### src/design/dau_defines.svh
/*
 * constants of the signal processor arithmetic unit: widths, part positions,
 * pre-shifter distances and reset values.
 * assumes inclusion by bare name from the package and the design file.
 */
`ifndef DAU_DEFINES_SVH
`define DAU_DEFINES_SVH

`define DAU_WORD_W      16
`define DAU_ACC_W       40
`define DAU_NUM_REGS    8
`define DAU_IDX_W       3
`define DAU_SHAMT_W     6
`define DAU_LOW_LSB     0
`define DAU_LOW_MSB     15
`define DAU_HIGH_LSB    16
`define DAU_HIGH_MSB    31
`define DAU_EXT_LSB     32
`define DAU_EXT_MSB     39
`define DAU_PRE_SHIFT_1  6'h01
`define DAU_PRE_SHIFT_16 6'h10
`define DAU_REG_RESET   40'h00_0000_0000
`define DAU_SHAMT_MAX   6'h27

`endif

### src/design/dau_pkg.sv
/*
 * types of the arithmetic unit: operation codes, part masks and the
 * request and answer structs that travel between the unit and program control.
 * assumes dau_defines.svh is on the include path.
 */
`include "dau_defines.svh"

package dau_pkg;

	// which unit a request runs on and what it does
	typedef enum logic [3:0] {
		DAU_OP_NOP,
		DAU_OP_MAC_ADD,
		DAU_OP_MAC_SUB,
		DAU_OP_ALU_ADD,
		DAU_OP_ALU_SUB,
		DAU_OP_ALU_AND,
		DAU_OP_ALU_OR,
		DAU_OP_ALU_XOR,
		DAU_OP_ALU_NEG,
		DAU_OP_ALU_NOT,
		DAU_OP_ALU_MOV,
		DAU_OP_SHL,
		DAU_OP_SHR_ARITH,
		DAU_OP_SHR_LOGIC,
		DAU_OP_LOAD
	} dau_op_e;

	// pre-shifter selection on the accumulate operand
	typedef enum logic [1:0] {
		DAU_PRE_NONE,
		DAU_PRE_R1,
		DAU_PRE_R16
	} dau_pre_e;

	// parts of a general register written: bit0 low, bit1 high, bit2 extension
	typedef logic [2:0] dau_part_t;

	typedef struct packed {
		logic                         valid;
		dau_op_e                      op;
		dau_pre_e                     pre;
		logic [`DAU_IDX_W-1:0]        src_a;
		logic [`DAU_IDX_W-1:0]        src_b;
		logic [`DAU_IDX_W-1:0]        dst;
		dau_part_t                    dst_parts;
		logic                         mul_a_high;
		logic                         mul_b_high;
		logic [`DAU_SHAMT_W-1:0]      shamt;
		logic [`DAU_ACC_W-1:0]        load_data;
	} dau_req_s;

	typedef struct packed {
		logic                         valid;
		logic [`DAU_IDX_W-1:0]        dst;
		logic [`DAU_ACC_W-1:0]        result;
	} dau_rsp_s;

	typedef struct packed {
		logic [`DAU_IDX_W-1:0]        idx;
	} dau_rd_s;

endpackage

### src/design/dau_unit.sv
/*
 * arithmetic unit: eight 40-bit general registers with part-wise writes,
 * multiply-accumulator with arithmetic pre-shifter, 40-bit alu and barrel
 * shifter. one request is taken per clock and retired on the next edge.
 * operands are read from the registered file, so a request sees the write of
 * the request just before it without any forwarding path or stall.
 * arithmetic wraps at 40 bits; there is no saturation and no status flag.
 * shift counts past 39 are clamped: left and logical give zero, arithmetic
 * gives all copies of the sign.
 * assumes program control issues decoded requests and data memory reads the
 * store port; all in the single system clock domain.
 * assumes the request is stable around each rising edge; it is not synchronised,
 * since it comes from logic on the same clock.
 */
`timescale 1ns/1ps
`include "dau_defines.svh"

module dau_unit (
	// clock and reset
	input  wire logic               clk_i,
	input  wire logic               arst_n_i,
	// decoded operation from program control
	input  wire dau_pkg::dau_req_s  req_i,
	// store read port toward data memory
	input  wire dau_pkg::dau_rd_s   store_rd_i,
	output logic [`DAU_ACC_W-1:0]   store_data_o,
	// retired result
	output dau_pkg::dau_rsp_s       rsp_o
);
	import dau_pkg::*;

	// whole state of the unit in one record: the file, the retired answer and the
	// store word are registered together, so every output comes straight from a flop
	typedef struct packed {
		logic [`DAU_NUM_REGS-1:0][`DAU_ACC_W-1:0] general_regs;
		dau_rsp_s                                 rsp;
		logic [`DAU_ACC_W-1:0]                    store_data;
	} dau_state_s;

	dau_state_s state;
	dau_state_s next_state;

	// sign extension of the 32-bit product to the accumulator width
	function automatic logic [`DAU_ACC_W-1:0] sext_product(input logic [2*`DAU_WORD_W-1:0] p);
		sext_product = {{(`DAU_ACC_W-2*`DAU_WORD_W){p[2*`DAU_WORD_W-1]}}, p};
	endfunction

	// mac: the sign-extended product is added to or taken from the accumulate operand
	// both directions share this one function, so the extension is written once
	function automatic logic [`DAU_ACC_W-1:0] mac40(input logic [`DAU_ACC_W-1:0] acc,
		input logic signed [2*`DAU_WORD_W-1:0] p, input logic sub);
		if (sub) begin
			mac40 = acc - sext_product(p);
		end else begin
			mac40 = acc + sext_product(p);
		end
	endfunction

	// arithmetic right shift, sign fills from the top
	// the signed shift stands in a statement of its own: inside a conditional with an
	// unsigned arm it would lose its sign and shift in zeros
	function automatic logic [`DAU_ACC_W-1:0] sra40(input logic [`DAU_ACC_W-1:0] v,
		input logic [`DAU_SHAMT_W-1:0] n);
		logic signed [`DAU_ACC_W-1:0] s;
		s = v;
		if (n > `DAU_SHAMT_MAX) begin
			sra40 = {`DAU_ACC_W{v[`DAU_ACC_W-1]}};
		end else begin
			s = s >>> n;
			sra40 = s;
		end
	endfunction

	// left shift, zeros enter at the bottom; counts past 39 leave all zeros
	function automatic logic [`DAU_ACC_W-1:0] sll40(input logic [`DAU_ACC_W-1:0] v,
		input logic [`DAU_SHAMT_W-1:0] n);
		if (n > `DAU_SHAMT_MAX) begin
			sll40 = '0;
		end else begin
			sll40 = v << n;
		end
	endfunction

	// logical right shift, zeros enter from the top; counts past 39 leave all zeros
	function automatic logic [`DAU_ACC_W-1:0] srl40(input logic [`DAU_ACC_W-1:0] v,
		input logic [`DAU_SHAMT_W-1:0] n);
		if (n > `DAU_SHAMT_MAX) begin
			srl40 = '0;
		end else begin
			srl40 = v >> n;
		end
	endfunction

	// pre-shift of the accumulate operand; code 3 is unused and passes the value through
	// so a stray code never corrupts an accumulation
	function automatic logic [`DAU_ACC_W-1:0] mac_pre_shifter(input logic [`DAU_ACC_W-1:0] v, input dau_pre_e sel);
		unique case (sel)
			DAU_PRE_R1: mac_pre_shifter = sra40(v, `DAU_PRE_SHIFT_1);
			DAU_PRE_R16: mac_pre_shifter = sra40(v, `DAU_PRE_SHIFT_16);
			default: mac_pre_shifter = v;
		endcase
	endfunction

	// alu: one or two 40-bit operands, wrap-around arithmetic
	// codes that are not alu operations pass the first operand through
	function automatic logic [`DAU_ACC_W-1:0] alu40(input dau_op_e op, input logic [`DAU_ACC_W-1:0] a,
		input logic [`DAU_ACC_W-1:0] b);
		unique case (op)
			DAU_OP_ALU_ADD: alu40 = a + b;
			DAU_OP_ALU_SUB: alu40 = a - b;
			DAU_OP_ALU_AND: alu40 = a & b;
			DAU_OP_ALU_OR:  alu40 = a | b;
			DAU_OP_ALU_XOR: alu40 = a ^ b;
			DAU_OP_ALU_NEG: alu40 = '0 - a;
			DAU_OP_ALU_NOT: alu40 = ~a;
			DAU_OP_ALU_MOV: alu40 = a;
			default: alu40 = a;
		endcase
	endfunction

	// part-wise merge: only selected parts of the destination change
	// a load of one part therefore leaves the other two as they were
	function automatic logic [`DAU_ACC_W-1:0] merge_parts(input logic [`DAU_ACC_W-1:0] old_v,
		input logic [`DAU_ACC_W-1:0] new_v, input dau_part_t parts);
		logic [`DAU_ACC_W-1:0] m;
		m = old_v;
		if (parts[0]) begin
			m[`DAU_LOW_MSB:`DAU_LOW_LSB] = new_v[`DAU_LOW_MSB:`DAU_LOW_LSB];
		end
		if (parts[1]) begin
			m[`DAU_HIGH_MSB:`DAU_HIGH_LSB] = new_v[`DAU_HIGH_MSB:`DAU_HIGH_LSB];
		end
		if (parts[2]) begin
			m[`DAU_EXT_MSB:`DAU_EXT_LSB] = new_v[`DAU_EXT_MSB:`DAU_EXT_LSB];
		end
		merge_parts = m;
	endfunction

	// per-request values, all recomputed every clock from the registered file
	logic [`DAU_ACC_W-1:0] op_a;
	logic [`DAU_ACC_W-1:0] op_b;
	logic [`DAU_ACC_W-1:0] acc_in;
	logic [`DAU_WORD_W-1:0] mul_x;
	logic [`DAU_WORD_W-1:0] mul_y;
	logic signed [2*`DAU_WORD_W-1:0] product;
	logic [`DAU_ACC_W-1:0] result;
	logic                  writes;

	// operand fetch, mac, alu and shifter: one result per clock
	// the whole datapath settles within one clock; that costs a long path from the
	// file through the multiplier and adder, traded for no stall and no bypass
	always_comb begin
		next_state = state;
		op_a = state.general_regs[req_i.src_a];
		op_b = state.general_regs[req_i.src_b];
		// multiplier takes the high or low part of each source
		// both are taken as signed 16-bit values
		mul_x = req_i.mul_a_high ? op_a[`DAU_HIGH_MSB:`DAU_HIGH_LSB] : op_a[`DAU_LOW_MSB:`DAU_LOW_LSB];
		mul_y = req_i.mul_b_high ? op_b[`DAU_HIGH_MSB:`DAU_HIGH_LSB] : op_b[`DAU_LOW_MSB:`DAU_LOW_LSB];
		product = $signed(mul_x) * $signed(mul_y);
		// the accumulate operand is the destination register itself
		acc_in = mac_pre_shifter(state.general_regs[req_i.dst], req_i.pre);
		writes = 1'b1;
		result = op_a;
		unique case (req_i.op)
			DAU_OP_MAC_ADD: result = mac40(acc_in, product, 1'b0);
			DAU_OP_MAC_SUB: result = mac40(acc_in, product, 1'b1);
			// alu codes share one function so the operation decode stays in one place
			DAU_OP_ALU_ADD: result = alu40(req_i.op, op_a, op_b);
			DAU_OP_ALU_SUB: result = alu40(req_i.op, op_a, op_b);
			DAU_OP_ALU_AND: result = alu40(req_i.op, op_a, op_b);
			DAU_OP_ALU_OR:  result = alu40(req_i.op, op_a, op_b);
			DAU_OP_ALU_XOR: result = alu40(req_i.op, op_a, op_b);
			DAU_OP_ALU_NEG: result = alu40(req_i.op, op_a, op_b);
			DAU_OP_ALU_NOT: result = alu40(req_i.op, op_a, op_b);
			DAU_OP_ALU_MOV: result = alu40(req_i.op, op_a, op_b);
			// counts past 39 are clamped inside the shift functions, so no wrap of the count
			DAU_OP_SHL: result = sll40(op_a, req_i.shamt);
			DAU_OP_SHR_ARITH: result = sra40(op_a, req_i.shamt);
			DAU_OP_SHR_LOGIC: result = srl40(op_a, req_i.shamt);
			DAU_OP_LOAD: result = req_i.load_data;
			// nop and the unused code retire nothing
			default: writes = 1'b0;
		endcase
		// retire in the same edge: full throughput, no stall
		// the answer carries the full result, even when only some parts are written
		next_state.rsp.valid = req_i.valid && writes;
		next_state.rsp.dst = req_i.dst;
		next_state.rsp.result = result;
		if (req_i.valid && writes) begin
			next_state.general_regs[req_i.dst] = merge_parts(state.general_regs[req_i.dst], result,
				req_i.dst_parts);
		end
		// store path reads the file with this clock's write merged in; a same-cycle write shows in the store word at the same edge
		next_state.store_data = next_state.general_regs[store_rd_i.idx];
	end

	// single state register for the whole unit
	// the async reset clears the file too, so no read after reset sees an unknown
	always_ff @(posedge clk_i or negedge arst_n_i) begin
		if (!arst_n_i) begin
			state <= '0;
		end else begin
			state <= next_state;
		end
	end

	// outputs are fields of the state register
	assign store_data_o = state.store_data;
	assign rsp_o = state.rsp;

endmodule

### config.mk
export PLATFORM = sky130hd
export DESIGN_NAME = dau_unit
export DESIGN_NICKNAME = d
export VERILOG_FILES = /design/src/design/dau_pkg.sv /design/src/design/dau_unit.sv
export VERILOG_INCLUDE_DIRS = /design/src /design/src/design
export SDC_FILE = /design/constraint.sdc
export NUM_CORES = 2
export LEC_CHECK = 0
export BUFFER_PORTS_ARGS = -buffer_cell sky130_fd_sc_hd__buf_2
export CAP_MARGIN = 10
export CELL_PAD_IN_SITES_DETAIL_PLACEMENT = 0
export CELL_PAD_IN_SITES_GLOBAL_PLACEMENT = 2
export CORE_MARGIN = 2
export CORE_UTILIZATION = 44
export CTS_CLUSTER_DIAMETER = 200
export CTS_CLUSTER_SIZE = 10
export DETAILED_ROUTE_END_ITERATION = 8
export PLACE_DENSITY_LB_ADDON = 0.1
export SLEW_MARGIN = 20
export SYNTH_ARGS = -nofsm -noshare
export SYNTH_HDL_FRONTEND = slang
export SYNTH_SLANG_ARGS = --single-unit
### constraint.sdc
create_clock -name clk_i -period 23.1 [get_ports clk_i]
set_input_delay 2.31 -clock clk_i [delete_from_list [all_inputs] [get_ports clk_i]]
set_output_delay 2.31 -clock clk_i [all_outputs]
set_load 0.03 [all_outputs]
==> reports/qor.txt <==
TritonCTS clock tree - done
YS warnings - 0
Max cap viols - 0
DRC viols - 0
Nets - 6930
Async SR Flop Fraction - 100%
Worst-path fanout max - 48
Mean Syn Cell Area - 8.40 sq um
Inserted Clock Buffers - 46
Critical Path AT - 18.16 ns
Final worst path period need - 17.65 ns
Worst Setup Start Kind - input port
Post-synth top flop - dfrtp_1
Via count - 57600
Status - finished clean
Layout overhead on the synthesized area - 6.80%
Post-Place Setup Slack - 5.30 ns
Final max-slew violation count - 0
PnR worst setup slack - 5.45 ns
# hold bufs at CTS - 0
CP Class - in2reg
Row count - 128
First-pass GRT wire length - 436 mm
Post-synthesis sequential area ratio - 18.6%
Post-Syn Instances - 6456
Clk root buf - clkbuf_16
First-pass detailed-route iteration total - 9
Slew margin rel. - 11.1%
Slowest cell on the critical path - nor4_1
Mapped cell area - 0.0542 sq mm
Setup TNS - 0 ns
CTS clock-pin slew for the worst setup and hold paths - 0.06 ns
Wire per inst - 39.8 um
EDFF count, synth - 0
ANT nets after route - 0
Drt total wl - 318 mm
Total congestion overflow - 0
Cell mode on critical path - fa_1
Seq cells post-synth - 404
Setup Skew - 0.0791 ns
Vias in the first global route - 53500
Hold Vio Cnt, Final - 0
Cell Count, Final, Fillers Out - 8007
Die Ht - 355 um
Clock sinks - 404
DRT iter0 DRCs - 10100
Tightest Hold Check Type - reg2reg
Setup Buffers After CTS - 0
IO Pins - 156
HPWL Detailed - 244 mm
Final setup viols - 0
Max Buffers Root-to-Sink - 3
Pin slew with the least headroom to its limit - 1.32 ns
Clock latency on the worst-skew pair - 0.68 ns
Number of H-tree levels - 2
CORE AREA - 0.122 sq mm
Req. time, crit path - 23.60 ns
Vias/cell - 7.19
Routability congestion estimate - 1.13
Yosys cell types - 121
Chip width - 355 um
CP max stage delay - 1.01 ns
Mapped Nets - 7039
Total GRT Usage - 49.4%
Starting density of the core - 44.4%
RSZ-0062 raised after global routing - false
Nature of the critical path endpoint - register
IO buf count - 155
Share of cells above drive strength 1 - 15.5%
Initial antenna violation count - 49
Final worst-path cycle share - 76.4%
CTS resizes - 0
Die area - 0.126 sq mm
Placed insts - 7920
Largest net degree at the start of global routing - 87
Fmax - 56.6 MHz
[state kept, by name, indices dropped and copies added (netlist names)]
signal and flops:
store_data_o 40, state 320, rsp_o 44
[layer usage]
metal / up-vias / global-route usage, % / wire length (um)
met5: - / 1.47 / 354
met4: 32 / 37.3 / 30300
met3: 1246 / 19.1 / 44900
met2: 4710 / 68.5 / 127000
met1: 28400 / 61.5 / 115000
li1: 23200 / - / -
[worst max-delay path, delay by kind of cell]
family | cells | cell delay (ns)
AOI/OAI and AO/OA | 13 | 4.53
adders and majority gates | 8 | 3.72
muxes | 1 | 0.97
and+or+nand+nor | 11 | 4.04
xor gates and xnor gates | 1 | 0.17
buffers and inverters | 8 | 2.28
[metrics by stage]
step	instance area [sq um]	hold WS, ns	util [%]
2_1_floorplan	54200	0.494	-
3_3_place_gp	56500	0.534	46.3
3_5_place_dp	56500	0.545	46.3
4_1_cts	57800	0.557	47.3
5_1_grt	57800	0.602	47.4
6_report	57900	0.576	47.5
[final cells by class]
class	instances	area [sq um]
clock inverter	4	81.3
tap	1625	2030
sequential	404	10100
multi-input combinational	5075	40300
clock buffer	48	1170
antenna	31	77.6
fill	12200	64100
timing repair buffer	359	2360
inverter	461	1730
[placed cells by master, fill, tap and decap left out, types with 36 or more instances in the layout]
cell type and instances:
mux4_2 227, fa_1 264, dfrtp_1 404, o211ai_1 59, nor4_1 40, and3_1 45, a21o_1 62, nor3_1 131
inv_1 437, mux2_2 134, o221ai_1 41, buf_4 204, mux2i_1 204, a221oi_1 36, nor2_1 622, o21a_1 55
nand4_1 59, and2_1 36, or2_2 50, nand2b_1 69, clkbuf_16 46, a22oi_1 191, o22ai_1 87, o21ai_1 60
o21ai_0 351, a31oi_1 65, buf_2 149, a211oi_1 89, nand3_1 95, nand2_1 698, ha_1 246, xnor2_1 132
a21oi_1 368
[synthesized netlist by cell type (17+ instances only)]
cell type | count | area (sq um)
o22a_1 | 17 | 149
o211ai_1 | 59 | 443
nand2b_1 | 69 | 432
a211oi_1 | 90 | 676
nand4_1 | 59 | 369
buf_2 | 42 | 210
or3_1 | 34 | 213
o21a_1 | 55 | 413
a21o_1 | 62 | 465
mux2_2 | 134 | 1510
nor2_1 | 635 | 2380
nor3_1 | 138 | 691
a311oi_1 | 17 | 149
buf_4 | 94 | 706
nor4_1 | 48 | 300
mux4_2 | 227 | 5110
a221oi_1 | 37 | 324
xor2_1 | 34 | 298
nor2b_1 | 30 | 188
a21oi_1 | 369 | 1850
and3_1 | 46 | 288
inv_1 | 440 | 1650
a22oi_1 | 191 | 1430
dfrtp_1 | 404 | 10100
fa_1 | 264 | 5290
o31ai_1 | 22 | 165
o21ai_0 | 370 | 1850
and2_1 | 37 | 231
clkbuf_1 | 317 | 1190
mux2i_1 | 212 | 2120
nand2_1 | 708 | 2660
a31oi_1 | 65 | 407
o221ai_1 | 43 | 377
o21ai_1 | 45 | 225
a211o_1 | 26 | 228
ha_1 | 247 | 3090
o2111ai_1 | 25 | 219
or2_2 | 50 | 313
xnor2_1 | 133 | 1160
o22ai_1 | 87 | 544
buf_1 | 52 | 195
nand3_1 | 95 | 475
[logic make-up after synthesis]
kind of cell,count (synthesis),share of synthesized area [%]
buffers and inverters,977,7.67
AO/OA/AOI/OAI,1787,22.1
adder cells (fa/ha/maj),511,15.4
multiplexers,588,16.5
flip-flops,404,18.6
XOR/XNOR,167,2.70
AND/OR/NAND/NOR,2022,16.9
[path summary, 6_finish.rpt]
path	start	end	slack (ns)	depth (start not counted)
max	req_i[58]	store_data_o[39]	5.45	42
min	state[370]	state[370]	0.58	2
max reg2reg	state[299]	store_data_o[39]	7.71	40
min reg2reg	state[370]	state[370]	0.58	2
max in group asynchronous	arst_n_i	state[256]	19.12	4
min in group asynchronous	arst_n_i	state[178]	1.61	1
Power is left out: the tool's default activity adds up to more than one toggle a clock period on the data nets, which glitch-free logic cannot reach.
